**src/verilog/lil_defs.vh**
```
// Function
// - active colour while OR of slots true
// - inactive colour while OR result false
// - colour codes green, red, red flash, green flash
// - per-slot inversion before OR, default off
// - latch modes none, latched, ack by alarm
// - ack clears latch only once causes gone
// - ack source honoured only in latched mode
// - one state output per output relay
// - forced flag while any relay forced
// - forced value overrides assigned relay drive
// - disarmed flag; supervision contact never disarmed
`ifndef LIL_DEFS_VH
`define LIL_DEFS_VH

// sizes
`define LIL_NLED 4
`define LIL_NSLOT 5
`define LIL_NREL 5

// register byte offsets
`define LIL_ADR_CTRL 8'h00
`define LIL_ADR_FEN 8'h04
`define LIL_ADR_FVAL 8'h08
`define LIL_ADR_STAT 8'h0C
`define LIL_ADR_ISTAT 8'h10
`define LIL_ADR_ICLR 8'h14
`define LIL_ADR_IEN 8'h18
`define LIL_ADR_ACK 8'h1C
`define LIL_ADR_LBASE 8'h20
`define LIL_LED_STRIDE 8'h08

// led config fields
`define LIL_CFG_USED 0
`define LIL_CFG_INV 5
`define LIL_CFG_LAT 10
`define LIL_CFG_ON 12
`define LIL_CFG_OFF 14
`define LIL_CFG_ACKEN 16
`define LIL_SEL_ACK 25

// reset values
`define LIL_CFG_RST 32'h00001000
`define LIL_SEL_RST 32'h00000000

// colour codes
`define LIL_COL_GREEN 2'h0
`define LIL_COL_RED 2'h1
`define LIL_COL_RFLASH 2'h2
`define LIL_COL_GFLASH 2'h3

// latch modes
`define LIL_LAT_NONE 2'h0
`define LIL_LAT_ACK 2'h1
`define LIL_LAT_ALARM 2'h2

// blink half period
`define LIL_BLINK_MS 250
`define LIL_CLK_KHZ 25000

`endif

```
**src/verilog/lil_led.v**
```verilog
`timescale 1ns/10ps
`include "lil_defs.vh"

module lil_led (
  input wire clk_i, // system clock
  input wire rst_i, // synchronous reset, high
  input wire [31:0] sig_i, // internal signal sources
  input wire [31:0] sel_i, // slot and ack source indices
  input wire [31:0] cfg_i, // slot, latch and colour settings
  input wire ack_sw_i, // software acknowledge pulse
  input wire alarm_i, // alarm rising pulse
  input wire blink_i, // blink phase
  output reg red_o, // red lamp drive
  output reg green_o, // green lamp drive
  output reg active_o, // shown state, latched or live
  output reg pickup_o // one-cycle pulse on pickup
);

  reg latch; // held pickup
  reg or_now; // live OR of slots
  reg ack_now; // any acknowledge this cycle
  reg [1:0] code; // selected colour code
  wire [1:0] mode; // latch mode
  integer k;

  assign mode = cfg_i[`LIL_CFG_LAT +: 2];

  // OR of up to five slots, unassigned slots read zero then invert
  always @* begin
    or_now = 1'b0;
    for (k = 0; k < `LIL_NSLOT; k = k + 1) begin
      or_now = or_now | ((cfg_i[`LIL_CFG_USED + k] & sig_i[sel_i[5 * k +: 5]])
        ^ cfg_i[`LIL_CFG_INV + k]);
    end
  end

  // ack sources: selected signal only when plainly latched
  always @* begin
    ack_now = ack_sw_i;
    if (mode == `LIL_LAT_ACK) begin
      ack_now = ack_now | (cfg_i[`LIL_CFG_ACKEN] & sig_i[sel_i[`LIL_SEL_ACK +: 5]]);
    end else if (mode == `LIL_LAT_ALARM) begin
      ack_now = ack_now | alarm_i;
    end
  end

  // colour of the shown state
  always @* begin
    if (or_now | latch) begin
      code = cfg_i[`LIL_CFG_ON +: 2];
    end else begin
      code = cfg_i[`LIL_CFG_OFF +: 2];
    end
  end

  // latch, shown state and lamp drive
  always @(posedge clk_i) begin
    if (rst_i) begin
      latch <= 1'b0;
      active_o <= 1'b0;
      pickup_o <= 1'b0;
      red_o <= 1'b0;
      green_o <= 1'b0;
    end else begin
      if (mode == `LIL_LAT_NONE) begin
        latch <= 1'b0;
      end else if (or_now) begin
        latch <= 1'b1;
      end else if (ack_now) begin
        latch <= 1'b0;
      end
      active_o <= or_now | latch;
      pickup_o <= (or_now | latch) & ~active_o;
      // flashing codes go dark on the off half of the blink
      red_o <= (code == `LIL_COL_RED) | ((code == `LIL_COL_RFLASH) & blink_i);
      green_o <= (code == `LIL_COL_GREEN) | ((code == `LIL_COL_GFLASH) & blink_i);
    end
  end

endmodule

```
**src/verilog/lil_top.v**
```verilog
// Implementation choices: the register offsets and the Wishbone slave port.
`timescale 1ns/10ps
`include "lil_defs.vh"

module lil_top #(
  parameter [31:0] BLINK_HALF = `LIL_BLINK_MS * `LIL_CLK_KHZ // cycles per blink half
) (
  input wire clk_i, // system clock, 25 MHz
  input wire rst_i, // synchronous reset, high
  // wishbone slave
  input wire wb_cyc_i, // bus cycle
  input wire wb_stb_i, // strobe
  input wire wb_we_i, // write enable
  input wire [7:0] wb_adr_i, // byte address
  input wire [31:0] wb_dat_i, // write data
  input wire [3:0] wb_sel_i, // byte lanes
  output reg [31:0] wb_dat_o, // read data
  output reg wb_ack_o, // acknowledge
  output wire irq_o, // level interrupt
  // signal sources, same clock domain
  input wire [31:0] sig_i, // protection signals
  input wire alarm_i, // general alarm level
  input wire [4:0] rly_req_i, // assigned relay drives
  input wire selfsup_ok_i, // supervision healthy
  // outputs
  output wire [3:0] led_red_o, // red lamps
  output wire [3:0] led_green_o, // green lamps
  output reg relay_output_1_state_o, // relay 1 state
  output reg relay_output_2_state_o, // relay 2 state
  output reg relay_output_3_state_o, // relay 3 state
  output reg relay_output_4_state_o, // relay 4 state
  output reg relay_output_5_state_o, // relay 5 state
  output reg selfsup_o, // supervision contact
  output reg disarmed_o, // relays disarmed flag
  output reg outs_forced_o // outputs forced flag
);

  // byte-lane merge used by the per-led sel and cfg registers
  function [31:0] lil_merge;
    input [31:0] old;
    input [31:0] nv;
    input [3:0] sel;
    integer b;
    begin
      lil_merge = old;
      for (b = 0; b < 4; b = b + 1) begin
        if (sel[b]) begin
          lil_merge[8 * b +: 8] = nv[8 * b +: 8];
        end
      end
    end
  endfunction

  // true when the address falls in the per-led window
  function lil_is_led;
    input [7:0] adr;
    begin
      lil_is_led = (adr >= `LIL_ADR_LBASE) &&
        (adr < (`LIL_ADR_LBASE + `LIL_NLED * `LIL_LED_STRIDE));
    end
  endfunction

  // software registers
  reg disarm; // disarm request
  reg [4:0] force_en; // per relay force enable
  reg [4:0] force_val; // per relay forced value
  reg [4:0] irq_stat; // sticky events
  reg [4:0] irq_en; // event enables
  reg [31:0] led_sel [0:3]; // slot source indices
  reg [31:0] led_cfg [0:3]; // slot and display settings

  // bus decode
  wire req; // live request
  wire wr_fire; // write takes effect
  wire [1:0] led_idx; // led addressed
  wire led_hit; // in led window
  wire [7:0] adr_w; // word-aligned address
  reg [31:0] rd_mux; // read value

  // event logic
  reg [22:0] blink_cnt; // blink divider
  reg blink; // blink phase
  reg alarm_q; // alarm delayed
  wire alarm_rise; // alarm pulse
  reg forced_q; // forced flag delayed
  wire [3:0] sw_ack; // software ack pulses
  wire [4:0] irq_clr; // clear pulses
  wire [3:0] led_act; // shown led states
  wire [3:0] led_pick; // led pickup pulses
  wire [4:0] events; // event vector
  wire [4:0] next_rel; // next relay states
  wire any_forced; // some relay forced
  wire [4:0] rel_state; // relay states as vector

  assign adr_w = {wb_adr_i[7:2], 2'b00};
  assign req = wb_cyc_i & wb_stb_i;
  // writes land on the edge where the master sees ack
  assign wr_fire = req & wb_we_i & wb_ack_o;
  assign led_hit = lil_is_led(adr_w);
  assign led_idx = adr_w[4:3];

  // ack one cycle after request, dropped the cycle after
  always @(posedge clk_i) begin
    if (rst_i) begin
      wb_ack_o <= 1'b0;
    end else begin
      wb_ack_o <= req & ~wb_ack_o;
    end
  end

  // read multiplexer, unmapped reads zero
  always @* begin
    rd_mux = 32'h00000000;
    if (led_hit) begin
      if (adr_w[2]) begin
        rd_mux = led_cfg[led_idx];
      end else begin
        rd_mux = led_sel[led_idx];
      end
    end else begin
      case (adr_w)
        `LIL_ADR_CTRL: rd_mux = {31'h00000000, disarm};
        `LIL_ADR_FEN: rd_mux = {27'h0000000, force_en};
        `LIL_ADR_FVAL: rd_mux = {27'h0000000, force_val};
        // live state word, relays, flags and leds
        `LIL_ADR_STAT: rd_mux = {20'h00000, led_act, 1'b0, outs_forced_o,
          disarmed_o, rel_state};
        `LIL_ADR_ISTAT: rd_mux = {27'h0000000, irq_stat};
        `LIL_ADR_IEN: rd_mux = {27'h0000000, irq_en};
        default: rd_mux = 32'h00000000; // write-only or unmapped
      endcase
    end
  end

  // read data captured as ack rises, stands for the ack cycle
  always @(posedge clk_i) begin
    if (rst_i) begin
      wb_dat_o <= 32'h00000000;
    end else if (req & ~wb_ack_o) begin
      wb_dat_o <= rd_mux;
    end
  end

  // global control registers
  always @(posedge clk_i) begin
    if (rst_i) begin
      disarm <= 1'b0;
      force_en <= 5'h00;
      force_val <= 5'h00;
      irq_en <= 5'h00;
    end else if (wr_fire) begin
      case (adr_w)
        // these fields all sit in byte lane 0, so only that lane matters
        `LIL_ADR_CTRL: disarm <= wb_sel_i[0] ? wb_dat_i[0] : disarm;
        `LIL_ADR_FEN: force_en <= wb_sel_i[0] ? wb_dat_i[4:0] : force_en;
        `LIL_ADR_FVAL: force_val <= wb_sel_i[0] ? wb_dat_i[4:0] : force_val;
        `LIL_ADR_IEN: irq_en <= wb_sel_i[0] ? wb_dat_i[4:0] : irq_en;
        default: disarm <= disarm; // other addresses leave these alone
      endcase
    end
  end

  // per-led setting registers, indexed by led number
  integer i;
  always @(posedge clk_i) begin
    if (rst_i) begin
      for (i = 0; i < `LIL_NLED; i = i + 1) begin
        led_sel[i] <= `LIL_SEL_RST;
        led_cfg[i] <= `LIL_CFG_RST;
      end
    end else if (wr_fire & led_hit) begin
      if (adr_w[2]) begin
        led_cfg[led_idx] <= lil_merge(led_cfg[led_idx], wb_dat_i, wb_sel_i);
      end else begin
        led_sel[led_idx] <= lil_merge(led_sel[led_idx], wb_dat_i, wb_sel_i);
      end
    end
  end

  // pulses from write-only registers, lane 0 only
  assign sw_ack = (wr_fire & (adr_w == `LIL_ADR_ACK) & wb_sel_i[0]) ?
    wb_dat_i[3:0] : 4'h0;
  assign irq_clr = (wr_fire & (adr_w == `LIL_ADR_ICLR) & wb_sel_i[0]) ?
    wb_dat_i[4:0] : 5'h00;

  // blink divider; the half period is long, so it is a parameter
  always @(posedge clk_i) begin
    if (rst_i) begin
      blink_cnt <= 23'h000000;
      blink <= 1'b0;
    end else if (blink_cnt >= BLINK_HALF[22:0] - 23'h000001) begin
      blink_cnt <= 23'h000000;
      blink <= ~blink;
    end else begin
      blink_cnt <= blink_cnt + 23'h000001;
    end
  end

  // alarm edge for the ack-by-alarm mode
  always @(posedge clk_i) begin
    if (rst_i) begin
      alarm_q <= 1'b0;
    end else begin
      alarm_q <= alarm_i;
    end
  end
  assign alarm_rise = alarm_i & ~alarm_q;

  // one indicator channel per led
  genvar g;
  generate
    for (g = 0; g < `LIL_NLED; g = g + 1) begin : gen_led
      lil_led u_led (
        .clk_i(clk_i),
        .rst_i(rst_i),
        .sig_i(sig_i),
        .sel_i(led_sel[g]),
        .cfg_i(led_cfg[g]),
        .ack_sw_i(sw_ack[g]),
        .alarm_i(alarm_rise),
        .blink_i(blink),
        .red_o(led_red_o[g]),
        .green_o(led_green_o[g]),
        .active_o(led_act[g]),
        .pickup_o(led_pick[g])
      );
    end
  endgenerate

  // forced value wins over the assigned drive; disarm wins over both
  assign next_rel = disarm ? 5'h00 :
    ((force_en & force_val) | (~force_en & rly_req_i));
  assign any_forced = |force_en;

  // relay states, flags and supervision contact
  always @(posedge clk_i) begin
    if (rst_i) begin
      relay_output_1_state_o <= 1'b0;
      relay_output_2_state_o <= 1'b0;
      relay_output_3_state_o <= 1'b0;
      relay_output_4_state_o <= 1'b0;
      relay_output_5_state_o <= 1'b0;
      selfsup_o <= 1'b0;
      disarmed_o <= 1'b0;
      outs_forced_o <= 1'b0;
      forced_q <= 1'b0;
    end else begin
      relay_output_1_state_o <= next_rel[0];
      relay_output_2_state_o <= next_rel[1];
      relay_output_3_state_o <= next_rel[2];
      relay_output_4_state_o <= next_rel[3];
      relay_output_5_state_o <= next_rel[4];
      // supervision contact ignores disarm on purpose
      selfsup_o <= selfsup_ok_i;
      disarmed_o <= disarm;
      outs_forced_o <= any_forced;
      forced_q <= any_forced;
    end
  end

  assign rel_state = {relay_output_5_state_o, relay_output_4_state_o,
    relay_output_3_state_o, relay_output_2_state_o, relay_output_1_state_o};

  // events: led pickups and forced flag rising
  assign events = {any_forced & ~forced_q, led_pick};

  // sticky status; a new event wins over a clear in the same cycle
  always @(posedge clk_i) begin
    if (rst_i) begin
      irq_stat <= 5'h00;
    end else begin
      irq_stat <= (irq_stat & ~irq_clr) | events;
    end
  end

  // interrupt high while any enabled status bit is set
  assign irq_o = |(irq_stat & irq_en);

endmodule
```
**config.mk**
```make
export PLATFORM = sky130hd
export DESIGN_NAME = lil_top
export DESIGN_NICKNAME = d
export VERILOG_FILES = /design/src/verilog/lil_led.v /design/src/verilog/lil_top.v
export VERILOG_INCLUDE_DIRS = /design/src /design/src/verilog
export SDC_FILE = /design/constraint.sdc
export NUM_CORES = 1
export LEC_CHECK = 0
export BUFFER_PORTS_ARGS = -buffer_cell sky130_fd_sc_hd__clkbuf_2
export CORE_MARGIN = 5
export CORE_UTILIZATION = 55
export CTS_BUF_LIST = sky130_fd_sc_hd__clkbuf_8
export DETAILED_ROUTE_END_ITERATION = 12
export HOLD_SLACK_MARGIN = 0.08
export PLACE_DENSITY = 0.84
export SYNTH_ARGS = -nofsm -noshare
export SYNTH_HDL_FRONTEND = slang
export SYNTH_SLANG_ARGS = --single-unit
```
**constraint.sdc**
```tcl
create_clock -name clk_i -period 7.6 [get_ports clk_i]
set_input_delay 1.9 -clock clk_i [delete_from_list [all_inputs] [get_ports clk_i]]
set_output_delay 1.9 -clock clk_i [all_outputs]
set_load 0.01 [all_outputs]
```
# Word-level counts from Yosys, hierarchy flattened
# Memories as Yosys holds them, arrays and structs flattened.
# Cells that the tools add are included.
[totals] ff_bits=107 mem_bits_rw=256 input_bits=88 word_cells=363 memories=2
[op_classes] add_sub_neg=1 n_lt_le_gt_ge=27 eq_ne=27 muxes=121 bitwise_logic=119 reduce_logical=28
[mem_list] name="led_cfg" depth=4 width=32 rd=5 rd_ports_with_merged_regs=0 wr=4 line_no="lil_top.v:70" text="reg [31:0] led_cfg [0:3];"
[mem_list] name="led_sel" depth=4 width=32 rd=5 rd_ports_with_merged_regs=0 wr=4 line_no="lil_top.v:69" text="reg [31:0] led_sel [0:3];"
[ops] op="8-bit two-way mux" n=32
[ops] op="5-bit by 6-bit < comparator with 1-bit output (second input constant)" n=24
[ops] op="32-bit two-way mux" n=4
[ops] op="1-bit binary-select mux with 5-bit select" n=24
[ops] op="12-bit one-hot mux with 6 select lines" n=1
[ops] op="32-bit OR reduction" n=2
[ops] op="1-bit two-way mux" n=52
[ops] op="1-bit AND" n=47
[ops] op="1-bit OR" n=36
[ops] op="2-bit == test (second input constant)" n=12
[ops] op="6-bit by 3-bit == test with 1-bit output (second input constant)" n=4
[ops] op="23-bit by 1-bit adder with 23-bit output (second input constant)" n=1
[ops] op="23-bit greater-or-equal comparator (second input constant)" n=1
[ops] op="5-bit AND" n=4
[ops] op="1-bit XOR" n=20
[ops] op="2-bit by 1-bit == test with 1-bit output (second input constant)" n=8
[ops] op="2-bit zero test" n=8
[ops] op="6-bit by 2-bit == test with 1-bit output (second input constant)" n=2
[ops] op="2-bit two-way mux" n=6
[ops] op="3-bit AND reduction" n=4
[ops] op="2-bit OR reduction" n=6
[ops] op="5-bit NOT" n=2
[ops] op="5-bit OR" n=2
[ops] op="5-bit OR reduction" n=2
[ops] op="other kinds (9)" n=19

# Longest topological paths before layout
# An unclocked memory read counts as a cell.
[logic_depth] word_depth=14 depth_mapped=9

# Hierarchy
# Synthesis repeated with hierarchy kept, for this count alone.
[hier_totals] hier_cells=1824 area_unflattened_um2=23049.6
[modules_own_cells] mod="lil_top" instances=1 cells_each=1164 area_per_inst_um2=15172.1
[modules_own_cells] mod="lil_led" instances=4 cells_each=165 area_per_inst_um2=1969.4

# Least setup slack after synthesis
# Ideal clock, no wire load.
[synth_path] path_type="in2reg" from="input port wb_adr_i[3]" to="memory led_cfg[3][0], enable pin" setup_time_ns=0.470 arrival_ns=5.451 required_ns=7.130 setup_slack_ns=1.679 stages=5 path_buffers=3 path_cell_list="buf_2 -> buf_1 -> buf_2 -> nand2_1 -> o31ai_1"
[synth_lines] element="from (decl)" line_no="lil_top.v:14" text="input wire [7:0] wb_adr_i,"
[synth_lines] element="to (decl)" line_no="lil_top.v:70"

# Final worst setup path
[layout_path] from="input port sig_i[17]" to="register gen_led[1].u_led.red_o"
[layout_between] elab_chain_cells=13 word_cells_on_any_way=30
[layout_rtl] element="from (decl)" line_no="lil_top.v:21" text="input wire [31:0] sig_i,"
[layout_rtl] element="1-bit binary-select mux with 5-bit select" line_no="lil_led.v:32" text="or_now = or_now | ((cfg_i[`LIL_CFG_USED + k] & sig_i[sel_i[5 * k +: 5]])"
[layout_rtl] element="1-bit two-way mux (not written as such)" line_no="lil_led.v:32"
[layout_rtl] element="1-bit AND" line_no="lil_led.v:32"
[layout_rtl] element="1-bit XOR" line_no="lil_led.v:32"
[layout_rtl] element="1-bit OR (3 in series)" line_no="lil_led.v:32"
[layout_rtl] element="1-bit OR *" line_no="lil_led.v:32"
[layout_rtl] element="1-bit OR *" line_no="lil_led.v:49" text="if (or_now | latch) begin"
[layout_rtl] element="2-bit two-way mux *" line_no="lil_led.v:49"
[layout_rtl] element="2-bit == test (no line)"
[layout_rtl] element="1-bit AND" line_no="lil_led.v:75" text="red_o <= (code == `LIL_COL_RED) | ((code == `LIL_COL_RFLASH) & blink_i);"
[layout_rtl] element="1-bit OR *" line_no="lil_led.v:75"
[layout_rtl] element="to (signal assigned)" line_no="lil_led.v:75"
[layout_rtl] element="to (decl)" line_no="lil_led.v:13" text="output reg red_o,"
# Mark *: on every way between the ends. The rest lies on a longest branch, timed or not. The select of a mux whose other input is x is not followed.
# A chain may end at the register's enable or synchronous reset.

==> flow_metrics.py <==
metrics = {
    "hold_path": {
        "min_to": "gen_led[0].u_led.pickup_o",
        "min_path_cells": 1,
        "hp-start": "gen_led[0].u_led.active_o",
        "min-delay-path-class": "flop to flop",
    },
    "placed_design": {
        "io_buffers": 135,
        "place.gp.congestion": 0.957,
        "hpwl_um": 46300,
        "pre_cts_ws_ns": 2.53,
        "dpl.cell_count": 2363,
    },
    "sta": {
        "post-route-period-util_pct": 60.7,
        "fin_crit_ns": 4.62,
        "setup_ws_ns": 2.98,
        "setup_violations": 0,
        "relSlewSlack_pct": 32.1,
        "tns_ns": 0,
        "fmax_mhz": 217,
        "rsz0062_at_grt": "false",
        "whs_ns": 0.444,
        "hold_violations": 0,
        "maxSlewViolCount": 0,
        "tightestPinTransition_ns": 1.02,
        "skew_ns": 0.0266,
    },
    "floorplanning": {
        "die_area_sq_um": 46000,
        "ios": 138,
        "die_x_um": 215,
        "core_sq_um": 41700,
        "die_h_um": 215,
        "fp-row-count": 75,
        "start_util_pct": 55.2,
    },
    "critical_path": {
        "r2r_end": "gen_led[1].u_led.red_o",
        "worst_ep_required_time_ns": 8.08,
        "critPathArrivalTime_ns": 5.09,
        "critPathLaunchType": "input pin",
        "path_class": "input pin to flop",
        "r2r_slack_ns": 4.17,
        "reg2reg_depth": 7,
        "cp_max_fo": 24,
        "endpoint_kind": "flop",
        "r2r-start": "led_sel[1][0]",
    },
    "global_route": {
        "grt_pass1_vias": 18289,
        "antenna_found_initial": 1,
        "grt_use_total_pct": 31.2,
        "grt-ovfl-total": 0,
        "grt_max_degree": 78,
        "grt_pass1_wl_um": 111000,
    },
    "cells_and_area": {
        "area_delta_synth_final_pct": 7.67,
        "n_fill_cell": 3199,
        "multi_input_area_sq_um": 12200,
        "nets": 1973,
        "final_common_cell": "nor2_1",
        "final_cell_mix": "384 x nor2_1, 256 x edfxtp_1, 240 x mux4_2",
        "fin_util_pct": 59.5,
        "final-instance-count-excl-fill": 2468,
        "ff_latch_area_sq_um": 9830,
        "n_antenna_cell": 0,
        "drive_gt1_share_pct": 27.5,
    },
    "logic_synthesis": {
        "syn_avg_cell_area_sq_um": 12.2,
        "synth.area.top_cells": "edfxtp_1 33%, mux4_2 23%, dfxtp_1 9.3%, mux2i_1 7.3%, nor2_1 6.3%",
        "ys_warn_count": 0,
        "synth_cell_types": 75,
        "synthesis.area_sq_um": 23000,
        "yosys.area.top_type": "edfxtp_1",
        "ys_seq_area_share_pct": 42.7,
        "netlist_instances": 1879,
        "async_flop_share_pct": 0,
        "ys.flop_type": "edfxtp_1",
        "synth-edff-count": 256,
        "synth_top_area_share_pct": 33.4,
        "yosys_register_bits": 363,
        "syn_nets": 1968,
    },
    "drt": {
        "final_antenna_net_count": 0,
        "wirelength_um": 74400,
        "vias": 18269,
        "drt_iter0_drc": 2693,
        "first_pass_iters": 6,
        "avgViaCountPerCell": 7.40,
        "drc": 0,
        "avgRoutedWirePerCell_um": 30.1,
    },
    "clock_tree": {
        "ctsHoldBuffers": 0,
        "cts_setup_buffers": 0,
        "htreeDepth": 2,
        "clockBufferDepth": 3,
        "cts-resized-gates": 0,
        "clk_pin_slew_ns": 0.07,
        "clk_latency_ns": 0.64,
        "cts_tree": "built",
        "numCtsBuffers": 58,
        "numClockSinks": 363,
        "cts-root-buf": "clkbuf_8",
    },
    "power": {
        "swShare_pct": 27.7,
        "p_leak_nw": 9.04,
        "peakVddDrop_v": 0.000191,
        "power.density_nw_per_um2": 187,
        "p_clk_share_pct": 36.3,
        "seqPwrFrac_pct": 48.6,
        "comb_power_share_pct": 15.0,
        "intPower_w": 0.00335,
        "p_switching_w": 0.00129,
    },
    "run": {
        "drv_cap": 0,
    },
    "status": {
        "status": "finished clean",
    },
}
==> area by class of cell <==
| class | instances | share of cell area [%] |
|---|---|---|
| Sequential cell | 363 | 39.7 |
| Tap cell | 539 | 2.72 |
| Clock inverter | 37 | 0.879 |
| Timing Repair Buffer | 156 | 3.38 |
| Multi-Input combinational cell | 1274 | 49.1 |
| Inverter | 31 | 0.470 |
| Clock buffer | 68 | 3.78 |
==> how the worst max path moves through the flow <==
stage                      from                     end  cells past startpoint
floorplan           wb_adr_i[3]           led_cfg[3][0]                      5
global placement    wb_adr_i[3]          led_cfg[2][22]                      7
detailed placement  wb_adr_i[3]          led_cfg[2][21]                      7
CTS                 wb_adr_i[3]          led_cfg[2][23]                      7
global route        wb_adr_i[3]          led_cfg[0][20]                      7
finish                sig_i[17]  gen_led[1].u_led.red_o                      8
==> power by group through the flow <==
stage | registers, W | logic [W] | clock network, W
3_5_place_dp | 0.00230 | 0.000665 | 0
2_1_floorplan | 0.00225 | 0.000491 | 0
5_1_grt | 0.00226 | 0.000714 | 0.00178
3_3_place_gp | 0.00229 | 0.000647 | 0
4_1_cts | 0.00225 | 0.000668 | 0.00168
6_report | 0.00226 | 0.000698 | 0.00169
==> through the flow <==
stage	power (W)	instance area (sq um)
final	0.00464	24800
after global routing	0.00476	24800
after CTS	0.00461	24800
after detailed placement	0.00296	23600
after global placement	0.00294	23600
after floorplan	0.00274	23000
==> synth_stat cells (11+ instances only) <==
master / number
buf_2: 41
dfxtp_1: 107
nand3_1: 39
nand2_1: 67
inv_1: 30
xor2_1: 15
mux2i_1: 167
xnor2_1: 14
nor3_1: 24
nor2_1: 384
buf_4: 11
mux4_2: 240
clkbuf_1: 130
edfxtp_1: 256
a21oi_1: 48
nor2b_1: 18
mux2_2: 31
mux4_1: 19
o21ai_0: 24
a221oi_1: 19
buf_1: 18
==> sequential cells by signal, indices dropped and copies added, names as in the netlist, 4 cells and up <==
| signal | count |
|---|---|
| led_cfg | 128 |
| led_sel | 128 |
| wb_dat_o | 32 |
| blink_cnt | 23 |
| force_en | 5 |
| force_val | 5 |
| irq_en | 5 |
| irq_stat | 5 |
| gen_led.u_led.active_o | 4 |
| gen_led.u_led.green_o | 4 |
| gen_led.u_led.latch | 4 |
| gen_led.u_led.pickup_o | 4 |
| gen_led.u_led.red_o | 4 |
==> worst max-delay path, stage by stage <==
cell,delay [ns]
clkbuf_2,0.52
mux4_1,0.69
mux2_2,0.27
a31o_2,0.24
a41oi_1,0.60
xor2_1,0.42
and4_1,0.34
a211oi_1,0.09
==> metal layers <==
| layer | track usage, % | share of wire [%] | up-vias |
|---|---|---|---|
| met5 | 0 | 0.065 | - |
| met4 | 20.8 | 8.6 | 2 |
| met3 | 9.76 | 15 | 542 |
| met2 | 48.7 | 45 | 1793 |
| met1 | 37.6 | 31 | 8721 |
| li1 | - | - | 7211 |
==> cell families (layout without fill, tap and decap cells) <==
| logic type | count (synthesis) | count (layout) | synth area share [%] |
|---|---|---|---|
| simple gates | 613 | 613 | 11.7 |
| compound gates | 174 | 174 | 5.40 |
| xor+xnor | 29 | 29 | 1.10 |
| mux | 457 | 457 | 34.4 |
| fa+ha+maj | 1 | 1 | 0.0544 |
| buf+inv | 242 | 292 | 4.55 |
| flops | 363 | 363 | 42.7 |
Power figures use the tool's default switching activity.
